**config.mk**
```make
export PLATFORM = sky130hd
export DESIGN_NAME = ipx_irq_ctrl
export DESIGN_NICKNAME = d
export VERILOG_FILES = /design/src/logic/ipx_pkg.sv /design/src/logic/ipx_ifs.sv /design/src/logic/ipx_arbiter.sv /design/src/logic/ipx_ext_detect.sv /design/src/logic/ipx_irq_ctrl.sv
export SDC_FILE = /design/constraint.sdc
export NUM_CORES = 1
export LEC_CHECK = 0
export BUFFER_PORTS_ARGS = -buffer_cell sky130_fd_sc_hd__buf_2
export CAP_MARGIN = 5
export CORE_MARGIN = 2
export CORE_UTILIZATION = 50
export CTS_BUF_LIST = sky130_fd_sc_hd__clkbuf_2
export DETAILED_ROUTE_END_ITERATION = 10
export PLACE_DENSITY = 0.75
export SKIP_LAST_GASP = 1
export SLEW_MARGIN = 20
export SYNTH_ARGS = -nofsm -noshare
export SYNTH_HDL_FRONTEND = slang
export SYNTH_SLANG_ARGS = --single-unit
```
**constraint.sdc**
```tcl
create_clock -name i_mclk -period 3.1 [get_ports i_mclk]
set_input_delay 0.31 -clock i_mclk [delete_from_list [all_inputs] [get_ports i_mclk]]
set_output_delay 0.31 -clock i_mclk [all_outputs]
set_load 0.02 [all_outputs]
```
**src/logic/ipx_pkg.sv**
```systemverilog
package ipx_pkg;
    // Number of request sources: eight peripheral lines plus two external inputs.
    localparam int NSRC = 10;
    // Source indices of the two external inputs; 0 to 7 follow the priority register bits.
    localparam logic [3:0] SRC_EXT0 = 4'h8;
    localparam logic [3:0] SRC_EXT1 = 4'h9;

    // Register addresses on the special-register bus.
    localparam logic [7:0] ADDR_PRIO1 = 8'hf6;
    localparam logic [7:0] ADDR_TIMER_CONTROL_REG  = 8'ha0;
    localparam logic [7:0] ADDR_XCFG  = 8'ha1;
    localparam logic [7:0] ADDR_PCTL  = 8'ha2;
    localparam logic [7:0] ADDR_PSEL  = 8'ha3;
    localparam logic [7:0] ADDR_PNEXT = 8'ha4;
    localparam logic [7:0] ADDR_PLAST = 8'ha5;

    // Pages on which the priority register is visible.
    localparam logic [7:0] PAGE_0 = 8'h00;
    localparam logic [7:0] PAGE_F = 8'h0f;

    // Field positions.
    localparam int TIMER_CONTROL_REG_EDGE0 = 0;
    localparam int TIMER_CONTROL_REG_PEND0 = 1;
    localparam int TIMER_CONTROL_REG_EDGE1 = 2;
    localparam int TIMER_CONTROL_REG_PEND1 = 3;
    localparam int XCFG_POL0  = 0;
    localparam int XCFG_POL1  = 1;
    localparam int PCTL_AUTO  = 0;

    // Reset values.
    localparam logic [7:0] PRIO1_RST = 8'h00;
    localparam logic       AUTO_RST  = 1'b1;
    localparam logic [7:0] PAGE_RST  = 8'h00;
    localparam logic [1:0] XCFG_RST  = 2'h0;
    localparam logic [1:0] EDGE_RST  = 2'h0;

    // Call into the service routine lasts this many system clocks.
    localparam int         CALL_CYC  = 4;
    localparam logic [2:0] CALL_LAST = 3'(CALL_CYC - 1);

    // Same-level tie order: the first entry wins.
    localparam logic [3:0] ORDER [NSRC] = '{4'h8, 4'h0, 4'h9, 4'h1, 4'h2, 4'h3, 4'h4, 4'h5, 4'h6, 4'h7};
    // Page loaded on entry for each source.
    localparam logic [7:0] SRC_PAGE [NSRC] = '{default: 8'h00};

    // Call sequencer states.
    typedef enum logic [0:0] {ST_IDLE = 1'b0, ST_CALL = 1'b1} ipx_state_e;
endpackage

```
**src/logic/ipx_ifs.sv**
```systemverilog
`timescale 1ns/1ps
// Link between the controller and one external input detector.
interface ipx_ext_if;
    logic pin;      // Raw pin level.
    logic edge_sel; // One selects edge detection.
    logic pol;      // One selects active high.
    logic clr;      // Clears the edge flag.
    logic pend;     // Pending flag as software sees it.
    modport ctl (output pin, edge_sel, pol, clr, input pend);
    modport det (input pin, edge_sel, pol, clr, output pend);
endinterface

// Link between the controller and the priority arbiter.
interface ipx_arb_if;
    logic [ipx_pkg::NSRC-1:0] req;       // Enabled pending requests.
    logic [ipx_pkg::NSRC-1:0] high;      // High level per source.
    logic                     win_valid; // Some request wins.
    logic [3:0]               win_id;    // Winning source.
    logic                     win_high;  // Winner is high level.
    modport ctl (output req, high, input win_valid, win_id, win_high);
    modport arb (input req, high, output win_valid, win_id, win_high);
endinterface

```
**src/logic/ipx_arbiter.sv**
```systemverilog
`timescale 1ns/1ps
module ipx_arbiter (
    ipx_arb_if.arb bus // Controller side.
);
    logic       v;   // A request was found.
    logic [3:0] id;  // Winning source.
    logic       hi;  // Winner level.
    logic [3:0] src; // Source under scan.

    // Scanning the order backwards lets the earliest entry overwrite later ones;
    // the high pass runs last so any high request beats every low one.
    always_comb begin
        v = 1'b0;
        id = 4'h0;
        hi = 1'b0;
        src = 4'h0;
        for (int i = ipx_pkg::NSRC - 1; i >= 0; i--) begin
            src = ipx_pkg::ORDER[i];
            if (bus.req[src] && !bus.high[src]) begin
                v = 1'b1;
                id = src;
            end
        end
        for (int i = ipx_pkg::NSRC - 1; i >= 0; i--) begin
            src = ipx_pkg::ORDER[i];
            if (bus.req[src] && bus.high[src]) begin
                v = 1'b1;
                id = src;
                hi = 1'b1;
            end
        end
    end

    assign bus.win_valid = v;
    assign bus.win_id = id;
    assign bus.win_high = hi;
endmodule

```
**src/logic/ipx_ext_detect.sv**
```systemverilog
`timescale 1ns/1ps
module ipx_ext_detect (
    input  wire logic i_mclk, // System clock.
    input  wire logic i_rst,  // Asynchronous reset, active high.
    ipx_ext_if.det    bus     // Controller side.
);
    // Synchroniser stages, previous level and the sticky edge flag.
    typedef struct packed {
        logic meta;
        logic sync;
        logic prev;
        logic flag;
    } ipx_ext_s;

    ipx_ext_s st;      // Current state.
    ipx_ext_s next_st; // Next state.
    logic     active;  // Synchronised pin is at its active polarity.

    // The pin is only tapped here, so whatever else drives or uses it is untouched.
    always_comb begin
        next_st = st;
        next_st.meta = bus.pin;
        next_st.sync = st.meta;
        next_st.prev = st.sync;
        active = (st.sync == bus.pol);
        // A stale edge flag must not survive a switch to level mode.
        if (bus.clr || !bus.edge_sel) begin
            next_st.flag = 1'b0;
        end
        if (bus.edge_sel && active && (st.prev != bus.pol)) begin
            next_st.flag = 1'b1;
        end
    end

    // State register.
    always_ff @(posedge i_mclk or posedge i_rst) begin
        if (i_rst) begin
            st <= '0;
        end else begin
            st <= next_st;
        end
    end

    assign bus.pend = bus.edge_sel ? st.flag : active;
endmodule

```
**src/logic/ipx_irq_ctrl.sv**
```systemverilog
`timescale 1ns/1ps
// Overview of operation
// - two levels; high preempts low only
// - peripheral sources low after reset; external levels follow i_ext_prio
// - higher level wins simultaneous requests
// - requests sampled and arbitrated every cycle
// - one detect cycle plus four call
// - one instruction after return before call
// - worst case eighteen clocks via core timing
// - equal or higher service blocks new request
// - priority register bits map eight sources
// - priority register visible on two pages
// - entry pushes page and loads source page
// - stack entries readable, writable, restored
// - push on entry, pop on return
// - auto page bit gates switching, default on
// - polarity bit per external input
// - edge or level select per input
// - external inputs only observe their pins
// - pending flags at control bits 1, 3
// - edge flag cleared on vectoring
// - level flag follows active pin
module ipx_irq_ctrl (
    input  wire logic       i_mclk,      // System clock, 50 MHz.
    input  wire logic       i_rst,       // Asynchronous reset, active high.
    input  wire logic [7:0] i_src_req,   // Peripheral request flags, bit order of the priority register.
    input  wire logic [9:0] i_src_en,    // Per-source enables from the core.
    input  wire logic [1:0] i_ext_prio,  // Level of the two external inputs.
    input  wire logic [1:0] i_ext_pin,   // External interrupt pin levels, asynchronous.
    input  wire logic [7:0] i_sfr_addr,  // Register address.
    input  wire logic       i_sfr_wr,    // Register write strobe.
    input  wire logic       i_sfr_rd,    // Register read strobe.
    input  wire logic [7:0] i_sfr_wdata, // Register write data.
    input  wire logic       i_insn_end,  // Core finishes an instruction this cycle.
    input  wire logic       i_return_from_interrupt,      // Core finishes a return from interrupt.
    output logic      [7:0] o_sfr_rdata, // Read data, one cycle after the strobe.
    output logic            o_call_active, // Call into a service routine in progress.
    output logic      [3:0] o_call_src,  // Source being called.
    output logic            o_call_high, // Call is at high level.
    output logic            o_in_high,   // High-level routine in service.
    output logic            o_in_low,    // Low-level routine in service.
    output logic      [7:0] o_page_select, // Current register page.
    output logic      [1:0] o_ext_pending  // External pending flags.
);
    // Whole controller state.
    typedef struct packed {
        logic [7:0]          prio1;    // Peripheral priority bits.
        logic                auto_en;  // Automatic paging enable.
        logic [7:0]          pg_top;   // Page select, top of stack.
        logic [7:0]          pg_next;  // Second stack entry.
        logic [7:0]          pg_last;  // Third stack entry.
        logic [1:0]          edge_sel; // Edge selects.
        logic [1:0]          pol;      // Polarity selects.
        ipx_pkg::ipx_state_e fsm;      // Call sequencer.
        logic [2:0]          cnt;      // Call cycle count.
        logic                det_valid; // Request detected last cycle.
        logic [3:0]          det_id;   // Detected source.
        logic                det_high; // Detected level.
        logic [3:0]          call_id;  // Source under call.
        logic                call_high; // Level under call.
        logic                in_high;  // High routine in service.
        logic                in_low;   // Low routine in service.
        logic [7:0]          rdata;    // Read data register.
    } ipx_main_s;

    ipx_main_s  st;        // Current state.
    ipx_main_s  next_st;   // Next state.
    ipx_ext_if  ext_bus [2] (); // One link per external input.
    ipx_arb_if  arb_bus ();    // Arbiter link.
    logic [1:0] ext_pend;  // Pending flags from detectors.
    logic       entry;     // Last call cycle: routine entered.
    logic       start;     // Call starts this cycle.
    logic       eligible;  // Detected request may be serviced.
    logic       wr_timer_control_reg;   // Software write to the control register.
    logic       p0;        // Page 0 selected.
    logic       pf;        // Page 0x0F selected.
    logic [7:0] rd_mux;    // Read value.

    for (genvar g = 0; g < 2; g++) begin : g_ext
        assign ext_bus[g].pin = i_ext_pin[g];
        assign ext_bus[g].edge_sel = st.edge_sel[g];
        assign ext_bus[g].pol = st.pol[g];
        assign ext_bus[g].clr = (entry && st.call_id == 4'(32'(ipx_pkg::SRC_EXT0) + g))
                                || (wr_timer_control_reg && !i_sfr_wdata[2 * g + 1]);
        assign ext_pend[g] = ext_bus[g].pend;
        ipx_ext_detect u_det (
            .i_mclk (i_mclk),
            .i_rst  (i_rst),
            .bus    (ext_bus[g])
        );
    end

    assign arb_bus.req = i_src_en & {ext_pend, i_src_req};
    assign arb_bus.high = {i_ext_prio, st.prio1};

    ipx_arbiter u_arb (
        .bus (arb_bus)
    );

    assign p0 = (st.pg_top == ipx_pkg::PAGE_0);
    assign pf = (st.pg_top == ipx_pkg::PAGE_F);
    assign wr_timer_control_reg = i_sfr_wr && p0 && (i_sfr_addr == ipx_pkg::ADDR_TIMER_CONTROL_REG);
    assign entry = (st.fsm == ipx_pkg::ST_CALL) && (st.cnt == ipx_pkg::CALL_LAST);

    assign eligible = st.det_valid && !st.in_high && (st.det_high || !st.in_low);
    assign start = (st.fsm == ipx_pkg::ST_IDLE) && eligible && i_insn_end && !i_return_from_interrupt;

    // Read multiplexer; registers absent from the current page read as zero.
    always_comb begin
        rd_mux = 8'h00;
        case (i_sfr_addr)
            ipx_pkg::ADDR_PRIO1: rd_mux = (p0 || pf) ? st.prio1 : 8'h00;
            ipx_pkg::ADDR_TIMER_CONTROL_REG: begin
                if (p0) begin
                    rd_mux[ipx_pkg::TIMER_CONTROL_REG_EDGE0] = st.edge_sel[0];
                    rd_mux[ipx_pkg::TIMER_CONTROL_REG_PEND0] = ext_pend[0];
                    rd_mux[ipx_pkg::TIMER_CONTROL_REG_EDGE1] = st.edge_sel[1];
                    rd_mux[ipx_pkg::TIMER_CONTROL_REG_PEND1] = ext_pend[1];
                end
            end
            ipx_pkg::ADDR_XCFG: rd_mux = p0 ? {6'h00, st.pol} : 8'h00;
            ipx_pkg::ADDR_PCTL: rd_mux = {7'h00, st.auto_en};
            ipx_pkg::ADDR_PSEL: rd_mux = st.pg_top;
            ipx_pkg::ADDR_PNEXT: rd_mux = st.pg_next;
            ipx_pkg::ADDR_PLAST: rd_mux = st.pg_last;
            default: rd_mux = 8'h00;
        endcase
    end

    // Next-state logic: software writes first, hardware stack moves after, so a
    // push or pop in the same cycle as a write takes precedence.
    always_comb begin
        next_st = st;
        if (i_sfr_rd) begin
            next_st.rdata = rd_mux;
        end
        if (i_sfr_wr) begin
            case (i_sfr_addr)
                ipx_pkg::ADDR_PRIO1: begin
                    if (p0 || pf) begin
                        next_st.prio1 = i_sfr_wdata;
                    end
                end
                ipx_pkg::ADDR_TIMER_CONTROL_REG: begin
                    if (p0) begin
                        next_st.edge_sel[0] = i_sfr_wdata[ipx_pkg::TIMER_CONTROL_REG_EDGE0];
                        next_st.edge_sel[1] = i_sfr_wdata[ipx_pkg::TIMER_CONTROL_REG_EDGE1];
                    end
                end
                ipx_pkg::ADDR_XCFG: begin
                    if (p0) begin
                        next_st.pol[0] = i_sfr_wdata[ipx_pkg::XCFG_POL0];
                        next_st.pol[1] = i_sfr_wdata[ipx_pkg::XCFG_POL1];
                    end
                end
                ipx_pkg::ADDR_PCTL: next_st.auto_en = i_sfr_wdata[ipx_pkg::PCTL_AUTO];
                ipx_pkg::ADDR_PSEL: next_st.pg_top = i_sfr_wdata;
                ipx_pkg::ADDR_PNEXT: next_st.pg_next = i_sfr_wdata;
                ipx_pkg::ADDR_PLAST: next_st.pg_last = i_sfr_wdata;
                default: begin
                end
            endcase
        end

        next_st.det_valid = arb_bus.win_valid;
        next_st.det_id = arb_bus.win_id;
        next_st.det_high = arb_bus.win_high;

        case (st.fsm)
            ipx_pkg::ST_IDLE: begin
                if (start) begin
                    next_st.fsm = ipx_pkg::ST_CALL;
                    next_st.cnt = 3'h0;
                    next_st.call_id = st.det_id;
                    next_st.call_high = st.det_high;
                end
            end
            ipx_pkg::ST_CALL: begin
                next_st.cnt = st.cnt + 3'h1;
                if (entry) begin
                    next_st.fsm = ipx_pkg::ST_IDLE;
                    next_st.cnt = 3'h0;
                end
            end
            default: next_st.fsm = ipx_pkg::ST_IDLE;
        endcase

        // Entry marks the level in service and, when enabled, pushes the page.
        if (entry) begin
            if (st.call_high) begin
                next_st.in_high = 1'b1;
            end else begin
                next_st.in_low = 1'b1;
            end
            if (st.auto_en) begin
                next_st.pg_last = st.pg_next;
                next_st.pg_next = st.pg_top;
                next_st.pg_top = ipx_pkg::SRC_PAGE[st.call_id];
            end
        end else if (i_return_from_interrupt) begin
            // The innermost active level ends first.
            if (st.in_high) begin
                next_st.in_high = 1'b0;
            end else begin
                next_st.in_low = 1'b0;
            end
            if (st.auto_en) begin
                next_st.pg_top = st.pg_next;
                next_st.pg_next = st.pg_last;
            end
        end
    end

    // State register.
    always_ff @(posedge i_mclk or posedge i_rst) begin
        if (i_rst) begin
            st <= '0;
            st.prio1 <= ipx_pkg::PRIO1_RST;
            st.auto_en <= ipx_pkg::AUTO_RST;
            st.pg_top <= ipx_pkg::PAGE_RST;
            st.pg_next <= ipx_pkg::PAGE_RST;
            st.pg_last <= ipx_pkg::PAGE_RST;
            st.pol <= ipx_pkg::XCFG_RST;
            st.edge_sel <= ipx_pkg::EDGE_RST;
            st.fsm <= ipx_pkg::ST_IDLE;
        end else begin
            st <= next_st;
        end
    end

    assign o_sfr_rdata = st.rdata;
    assign o_call_active = (st.fsm == ipx_pkg::ST_CALL);
    assign o_call_src = st.call_id;
    assign o_call_high = st.call_high;
    assign o_in_high = st.in_high;
    assign o_in_low = st.in_low;
    assign o_page_select = st.pg_top;
    assign o_ext_pending = ext_pend;
endmodule

```
==> flow_metrics.py, run 1 <==
metrics = {
    "worst_setup_path": {
        "critPathLaunchType": "flop",
        "cp_slowest_stage_delay_ns": 0.57,
        "crit_path_end_kind": "output port",
        "slowest_stage": "o21ai_0",
        "crit_arrival_ns": 2.06,
        "path_cells": "xor2_1, o21ai_0, buf_2",
        "crit_type": "reg -> out",
        "path_buf_inv": 1,
        "path_delay_family": "compound AO/OA/AOI/OAI gates",
        "critPathRequiredTime_ns": 2.79,
        "crit_fanout": 5,
    },
    "timing": {
        "finalCritPeriodShare": 0.764,
        "maxSlewHeadroom": 0.517,
        "worst_slack_ns": 0.731,
        "setup_viol_count_final": 0,
        "tightestPinTransition_ns": 0.723,
        "final-hold-violation-count": 0,
        "fin_skew_ns": 0.0226,
        "final.setup.tns_ns": 0,
        "rsz0062_at_grt": "no",
        "max_freq_ghz": 0.422,
        "maxSlewViolCount": 0,
        "min_period_ns": 2.37,
    },
    "cts": {
        "cts_tree": "built",
        "clock_sinks": 70,
        "cts_buffers": 9,
        "cts_buffer_depth": 2,
        "clkLatencyLatePin_ns": 0.54,
        "htree_num_levels": 3,
        "cts.clk_slew.worst_paths_ns": 0.22,
        "cts_root_buf": "clkbuf_2",
    },
    "drt": {
        "first_pass_iters": 7,
        "wl_per_cell_microns": 18.3,
        "antenna_left": 0,
        "drt-total-wl_microns": 10200,
        "via_per_inst": 6.08,
        "vias": 3391,
        "drt_iter0_markers": 172,
        "drc": 0,
    },
    "die": {
        "initial_core_util": 0.506,
        "io_pins": 70,
        "die_area_sq_um": 8420,
        "rows": 32,
        "die_w_microns": 91.8,
        "core_area_sq_um": 7610,
        "die_y_microns": 91.8,
    },
    "placement": {
        "globalplace.congestion": 0.918,
        "dp_hpwl_microns": 7390,
        "detailedPlace.worstSlack_ns": 0.730,
        "portBuffers": 69,
        "placed_cells": 539,
    },
    "yosys": {
        "ys.warnings.count": 0,
        "postSynthAreaPerCell_sq_um": 9.73,
        "synth-edff-count": 0,
        "ys.flop_type": "dfrtp_1",
        "syn-instance-count": 396,
        "synth-seq-area-share": 0.455,
        "synthArstFlopShare": 1.00,
        "synth_nets": 441,
        "ys_seq_elements": 70,
        "synthesis.area_sq_um": 3850,
        "synth_cell_types": 52,
    },
    "grt": {
        "overflow": 0,
        "antenna_found_initial": 0,
        "grt_pass1_wl_microns": 17100,
        "grt_pass1_vias": 3348,
        "grt_start_max_net_pins": 48,
        "grt.total_usage": 0.257,
    },
    "power_and_ir_drop": {
        "p_leak_nw": 2.07,
        "power.ir.vdd_worst_uv": 357,
        "powerDensity_nw_per_um2": 680,
        "p_total_w": 0.00297,
    },
    "cells_and_area": {
        "final_cells": 558,
        "insertedDiodeCount": 0,
        "drive_gt1_frac": 0.261,
        "fin_nets": 496,
        "syn2layout_area_growth_pct": 13.5,
    },
    "worst_hold_path": {
        "hp-class": "in -> reg",
    },
    "run": {
        "cap_violations": 0,
    },
    "outcome": {
        "outcome": "complete, no violations",
    },
}
-- through the flow --
step / area, sq um / hold WS (ns) / utilization
6_report: 4370 / 0.0517 / 0.575
5_1_grt: 4370 / 0.0457 / 0.575
4_1_cts: 4370 / 0.0243 / 0.575
3_5_place_dp: 4150 / 0.341 / 0.545
3_3_place_gp: 4150 / 0.332 / 0.545
2_1_floorplan: 3850 / 0.331 / -
-- synthesized netlist by cell type (2+ instances only) --
library cell  instances  area, sq um
o221ai_1              3         26.3
nand2b_1              5         31.3
xor2_1                2         17.5
o21ai_0              26          130
buf_2                 2         10.0
or4_4                 2         22.5
or3_1                 9         56.3
buf_4                22          165
and3_1                2         12.5
nand3b_1              4         30.0
nand3_1              24          120
nand4b_1              2         17.5
o22ai_1               8         50.1
or2_2                 2         12.5
a21oi_1              29          145
nand4_1               6         37.5
and2_1                2         12.5
or4_1                 2         15.0
nor3_1                6         30.0
mux2i_1              22          220
clkbuf_1              8         30.0
a22oi_1               2         15.0
a211oi_1              4         30.0
nand2_1              34          128
mux2_2               19          214
or3b_2                2         17.5
dfrtp_1              69         1730
a21boi_0              2         15.0
a22o_1                4         35.0
nor2_1               24         90.1
nor3b_1               2         15.0
inv_1                12         45.0
a221oi_1              4         35.0
a32oi_1               8         70.1
a31oi_1               5         31.3
-- where the power goes --
group | switching (W) | internal [W] | total, W
Combinational | 0.000465 | 0.000339 | 0.000804
Sequential | 0.000249 | 0.00113 | 0.00138
Clock | 0.000358 | 0.000432 | 0.000791
Total | 0.00107 | 0.00190 | 0.00297
-- cells in the final DEF (no fill, tap or decap), drive strengths merged, types with 8 or more instances in the layout --
master and count:
nand3 24, or3 9, mux2i 22, buf 73, mux2 19, dfrtp 69
inv 12, nand2 35, o21ai 27, nor2 24, clkbuf 9, a32oi 8
a21oi 29, o22ai 8
-- worst paths after layout --
kind	start	to	slack [ns]	depth (start not counted)
hold / removal	i_return_from_interrupt	o_in_high	0.05	2
setup reg to reg	o_page_select[3]	arb_bus.high[4]	0.80	4
setup / recovery	ext_bus[1].pol	o_ext_pending[1]	0.73	3
min in group asynchronous	i_rst	st[37]	0.31	3
max in group asynchronous	i_rst	st[22]	1.79	4
hold reg to reg	g_ext[1].u_det.next_st[2]	g_ext[1].u_det.next_st[1]	0.38	0
-- cell type report --
class / count / area, sq um
tap: 102 / 128
clock inverter: 7 / 146
timing repair buffer: 76 / 405
clock buffer: 9 / 45.0
fill: 706 / 3240
sequential: 70 / 1750
multi-input combinational: 282 / 1850
inverter: 12 / 45.0
-- flip-flops by register name (all words and copies together), names as in the netlist --
register             count
g_ext.u_det.next_st      4
o_call_src               4
o_call_active            1
o_in_high                1
o_page_select            8
g_ext.u_det.st           4
o_sfr_rdata              8
o_call_high              1
ext_bus.pol              2
ext_bus.edge_sel         2
st                      26
o_in_low                 1
arb_bus.high             8
-- cells by family after synthesis --
logic type	after synthesis	share of synthesized area
mux	41	0.113
fa+ha+maj	1	0.00325
xor+xnor	2	0.00455
flops	70	0.455
buf+inv	44	0.0650
compound gates	103	0.174
simple gates	135	0.185
-- repair_timing --
item                                   4_1_cts  5_1_grt
setup buffers                                0        0
resized for setup                            0        0
hold buffers                                 3        0
setup endpoints to repair                    0        0
endpoints found under the hold margin       25        0
-- routing by layer --
layer	vias to the layer above	part of all wire	track usage
li1	1568	-	-
met2	164	0.47	0.412
met4	0	0.022	0.101
met5	-	0	0
met3	23	0.076	0.0427
met1	1636	0.43	0.350
Note: power is estimated with default switching activity, not from simulation.
==> run 2: changes to the inputs <==
==> constraint.sdc (replaced) <==
create_clock -name i_mclk -period 2.2 [get_ports i_mclk]
set_input_delay 0.22 -clock i_mclk [delete_from_list [all_inputs] [get_ports i_mclk]]
set_output_delay 0.22 -clock i_mclk [all_outputs]
set_load 0.02 [all_outputs]
==> run 2 against run 1 <==
First-iteration DRC count grew 4.7%. Clock power decreased by 7.2%. Design area rose by 3.4%. Wire length stayed put. Critical endpoint is now ext_bus[1].pol. Largest cell class unchanged. Largest power group unchanged.
==> flow_metrics.py, run 2 (synthesis results as in run 1) <==
metrics = {
    "outcome": {
        "outcome": "complete, no violations",
    },
    "grt": {
        "grt_pass1_wl_microns": 16700,
        "grt_start_max_net_pins": 71,
        "antenna_found_initial": 0,
        "grt.total_usage": 0.252,
        "overflow": 0,
        "grt_pass1_vias": 3416,
    },
    "drt": {
        "vias": 3452,
        "drt-total-wl_microns": 10200,
        "antenna_left": 0,
        "drc": 0,
        "wl_per_cell_microns": 17.5,
        "via_per_inst": 5.92,
        "first_pass_iters": 5,
        "drt_iter0_markers": 180,
    },
    "timing": {
        "setup_viol_count_final": 0,
        "final.setup.tns_ns": 0,
        "maxSlewHeadroom": 0.616,
        "fin_skew_ns": 0.0215,
        "rsz0062_at_grt": "no",
        "max_freq_ghz": 0.470,
        "finalCritPeriodShare": 0.967,
        "hold_slack_ns": 0.0263,
        "worst_slack_ns": 0.0731,
        "min_period_ns": 2.13,
        "maxSlewViolCount": 0,
        "tightestPinTransition_ns": 0.568,
        "final-hold-violation-count": 0,
    },
    "cts": {
        "cts_root_buf": "clkbuf_2",
        "postCtsSetupBuffers": 0,
        "cts.clk_slew.worst_paths_ns": 0.20,
        "cts_buffer_depth": 2,
        "htree_num_levels": 3,
        "clock_sinks": 70,
        "cts_tree": "built",
        "cts_buffers": 9,
        "clkLatencyLatePin_ns": 0.51,
    },
    "placement": {
        "placed_area_sq_um": 4280,
        "dp_hpwl_microns": 7490,
        "globalplace.congestion": 0.934,
        "portBuffers": 69,
        "detailedPlace.worstSlack_ns": -0.000610,
    },
    "cells_and_area": {
        "largest_register": "st",
        "fin_area_sq_um": 4520,
        "largest_register_ffs": 26,
        "mostFrequentLayoutCells": "dfrtp_1, buf_2, nand2_1",
        "insertedDiodeCount": 0,
        "fin_nets": 521,
        "syn2layout_area_growth_pct": 17.4,
        "drive_gt1_frac": 0.285,
    },
    "worst_setup_path": {
        "path_cells": "or4_4, or4_4, nor2_2, mux2_2",
        "slowest_stage": "or4_4",
        "crit_path_end_kind": "flop",
        "r2r_slack_ns": 0.07,
        "endpoint": "ext_bus[1].pol",
        "crit_fanout": 3,
        "crit_arrival_ns": 2.55,
        "critPathRequiredTime_ns": 2.63,
        "r2r-start": "o_page_select[4]",
        "worst_path_most_repeated_cell": "or4_4",
        "startpoint": "o_page_select[4]",
        "critPathLaunchType": "flop",
        "cp_slowest_stage_delay_ns": 0.57,
        "worstRegToRegCells": 4,
        "r2r_end": "ext_bus[1].pol",
        "crit_type": "reg -> reg",
    },
    "die": {
        "die_area_sq_um": 8420,
        "die_y_microns": 91.8,
        "initial_core_util": 0.506,
        "rows": 32,
        "die_w_microns": 91.8,
        "core_area_sq_um": 7610,
        "io_pins": 70,
    },
    "power_and_ir_drop": {
        "power.ir.vdd_worst_uv": 555,
        "p_leak_nw": 2.15,
        "powerDensity_nw_per_um2": 871,
        "p_total_w": 0.00394,
    },
    "run": {
        "cap_violations": 0,
    },
    "worst_hold_path": {
        "hp-class": "in -> reg",
    },
}
[run 2: cell types whose count changed in the layout (fill, tap and decap cells not counted), sizes merged]
cell,change
dlygate4sd3,+9
clkinv,+2
clkbuf,+1
buf,+16
bufinv,-3
[run 2: timing repair]
item,in CTS,in global routing
endpoints found under the setup margin,0,4
hold endpoints to repair,79,1
hold buffers,10,2
gates resized for setup,0,3
[run 2: area by class of cell]
type	instances	area [sq um]
fillers	702	3090
inverters	12	45.0
flip-flops and latches	70	1750
clock buffers	10	50.0
clock inverters	6	62.6
repair buffers	101	628
multi-input cells	282	1850
well taps	102	128
[run 2: stage by stage]
step           cells   util
4_1_cts          581  0.591
5_1_grt          583  0.594
3_3_place_gp     555  0.563
2_1_floorplan    396      -
6_report         583  0.594
3_5_place_dp     555  0.563
[run 2: worst min-delay path by stage]
stage,from,to,slack [ns],cells past startpoint
6_report,i_ext_prio[0],st[19],0.03,3
5_1_grt,i_ext_prio[0],st[19],0.00007,3
4_1_cts,i_ext_prio[0],st[19],0.0006,3
3_5_place_dp,i_rst,st[29],0.32,3
3_3_place_gp,i_rst,st[29],0.32,3
2_1_floorplan,i_ext_pin[0],g_ext[0].u_det.next_st[2],0.25,0
[run 2: where the power goes]
| group | internal [W] | switching (W) |
|---|---|---|
| sequential | 0.00159 | 0.000260 |
| combinational | 0.000591 | 0.000765 |
| clock | 0.000266 | 0.000468 |
[run 2: per-layer routing]
| metal | share of wire | up-vias | global-route usage |
|---|---|---|---|
| li1 | - | 1618 | - |
| met1 | 0.42 | 1635 | 0.334 |
| met2 | 0.48 | 180 | 0.396 |
| met3 | 0.078 | 19 | 0.0575 |
| met4 | 0.024 | 0 | 0.112 |
| met5 | 0 | - | 0 |
[run 2: worst max-delay path, delay by kind of cell, from the launching register on]
family           cells  cell delay [ns]
DFF                  1             0.42
muxes                1             0.35
and+or+nand+nor      3             1.28
==> run 3: changes to the inputs <==
--- a/config.mk
+++ b/config.mk
@@ -7,6 +7,7 @@
 export LEC_CHECK = 0
 export BUFFER_PORTS_ARGS = -buffer_cell sky130_fd_sc_hd__buf_2
 export CAP_MARGIN = 5
+export CORE_ASPECT_RATIO = 0.7
 export CORE_MARGIN = 2
 export CORE_UTILIZATION = 50
 export CTS_BUF_LIST = sky130_fd_sc_hd__clkbuf_2
==> run 3 against run 2 <==
Design area rose by 1.4%. Critical path depth rose by 2. Largest cell class unchanged. Clock power rose by 28%. Wire length rose by 3.5%. Total power rose by 6.5%. Largest power group unchanged. Sequential share of layout area fell by 0.55 points.
==> flow_metrics.py, run 3 (synthesis results as in run 1) <==
metrics = {
    "worst_hold_path": {
        "hp-class": "in -> reg",
    },
    "drt": {
        "vias": 3544,
        "via_per_inst": 6.09,
        "drc": 0,
        "wl_per_cell_microns": 18.2,
        "antenna_left": 0,
        "first_pass_iters": 5,
        "drt-total-wl_microns": 10600,
        "drt_iter0_markers": 333,
    },
    "timing": {
        "maxSlewHeadroom": 0.568,
        "fin_skew_ns": 0.0253,
        "setup_viol_count_final": 0,
        "worst_slack_ns": 0.0473,
        "final-hold-violation-count": 0,
        "maxSlewViolCount": 0,
        "rsz0062_at_grt": "yes",
        "max_freq_ghz": 0.465,
        "tightestPinTransition_ns": 0.646,
        "finalCritPeriodShare": 0.978,
        "min_period_ns": 2.15,
    },
    "power_and_ir_drop": {
        "p_leak_nw": 2.19,
        "p_total_w": 0.00419,
        "powerDensity_nw_per_um2": 915,
        "power.ir.vdd_worst_uv": 492,
    },
    "worst_setup_path": {
        "crit_arrival_ns": 2.61,
        "crit_path_end_kind": "flop",
        "crit_fanout": 2,
        "crit_type": "reg -> reg",
        "critPathLaunchType": "flop",
        "critPathRequiredTime_ns": 2.66,
    },
    "cts": {
        "cts_buffer_depth": 2,
        "htree_num_levels": 3,
        "cts_buffers": 9,
        "cts_root_buf": "clkbuf_2",
        "cts.clk_slew.worst_paths_ns": 0.18,
        "clkLatencyLatePin_ns": 0.55,
        "postCtsSetupBuffers": 0,
        "cts_tree": "built",
        "clock_sinks": 70,
    },
    "grt": {
        "grt_pass1_wl_microns": 17400,
        "grt_start_max_net_pins": 49,
        "grt.total_usage": 0.271,
        "antenna_found_initial": 0,
        "overflow": 0,
        "grt_pass1_vias": 3363,
    },
    "die": {
        "rows": 26,
        "core_area_sq_um": 7380,
        "io_pins": 70,
        "initial_core_util": 0.522,
        "die_y_microns": 77.4,
        "die_area_sq_um": 8430,
        "die_w_microns": 109,
    },
    "cells_and_area": {
        "largest_register": "st",
        "syn2layout_area_growth_pct": 19.1,
        "drive_gt1_frac": 0.285,
        "insertedDiodeCount": 0,
        "postLayoutCoreUtil": 0.621,
        "fin_area_sq_um": 4590,
        "mostFrequentLayoutCells": "dfrtp_1, buf_2, nand2_1",
        "largest_register_ffs": 26,
        "fin_nets": 524,
    },
    "placement": {
        "globalplace.congestion": 0.885,
        "placed_area_sq_um": 4290,
        "portBuffers": 69,
        "detailedPlace.worstSlack_ns": 0.0731,
        "dp_hpwl_microns": 7980,
    },
    "run": {
        "cap_violations": 0,
    },
    "outcome": {
        "outcome": "complete, no violations",
    },
}
-- run 3: changes by cell type in the layout (fill, tap and decap cells not counted), moves of 2 or more --
cell	change
clkinv_2	-3
buf_4	+2
bufinv_16	+2
clkinv_1	+2
clkinv_4	-2
-- run 3: critical path: stages (launching register included) --
cell and delay (ns):
dfrtp_1 0.41, or4_4 0.56, or4_4 0.54, buf_4 0.15, nor2_1 0.09, a31oi_1 0.07
a211oi_2 0.24
-- run 3: timing repair --
item / CTS / global route
hold endpoints to repair: 42 / 0
setup endpoints to repair: 0 / 5
hold buffers: 13 / 0
resized for setup: 0 / 5
-- run 3: area by class of cell --
cell class                      instances  area, sq um
Inverter                               12         45.0
Sequential cell                        70         1750
Clock inverter                          5         97.6
Fill cell                             646         2800
Clock buffer                           11         55.1
Multi-Input combinational cell        282         1860
Tap cell                               98          123
Timing Repair Buffer                  104          653
-- run 3: through the flow --
step	hold WS, ns	setup TNS (ns)	cells
detailed placement	0.286	0	553
global placement	0.270	0	553
finish	0.0425	0	582
CTS	0.00186	0	582
floorplan	0.251	0	396
global route	0.00808	-0.0421	582
-- run 3: layer usage --
layer	vias to the layer above	global-route usage	share of wire
met5	-	0	0
met1	1714	0.414	0.46
li1	1629	-	-
met2	186	0.377	0.44
met3	15	0.0555	0.087
met4	0	0.0962	0.012
-- run 3: power breakdown --
group	switching [W]	leakage, nW	internal (W)
clock	0.000447	0.0912	0.000493
combinational	0.000788	1.23	0.000592
sequential	0.000286	0.868	0.00159
-- run 3: final timing paths --
check	start	end	slack, ns	cells after the start
setup reg to reg	o_page_select[4]	o_sfr_rdata[0]	0.05	6
hold / removal	i_src_en[1]	st[16]	0.04	3
hold reg to reg	g_ext[1].u_det.next_st[2]	g_ext[1].u_det.next_st[1]	0.37	0
max in group asynchronous	i_rst	st[34]	1.33	4
setup / recovery	o_page_select[4]	o_sfr_rdata[0]	0.05	6
min in group asynchronous	i_rst	o_page_select[2]	0.22	3
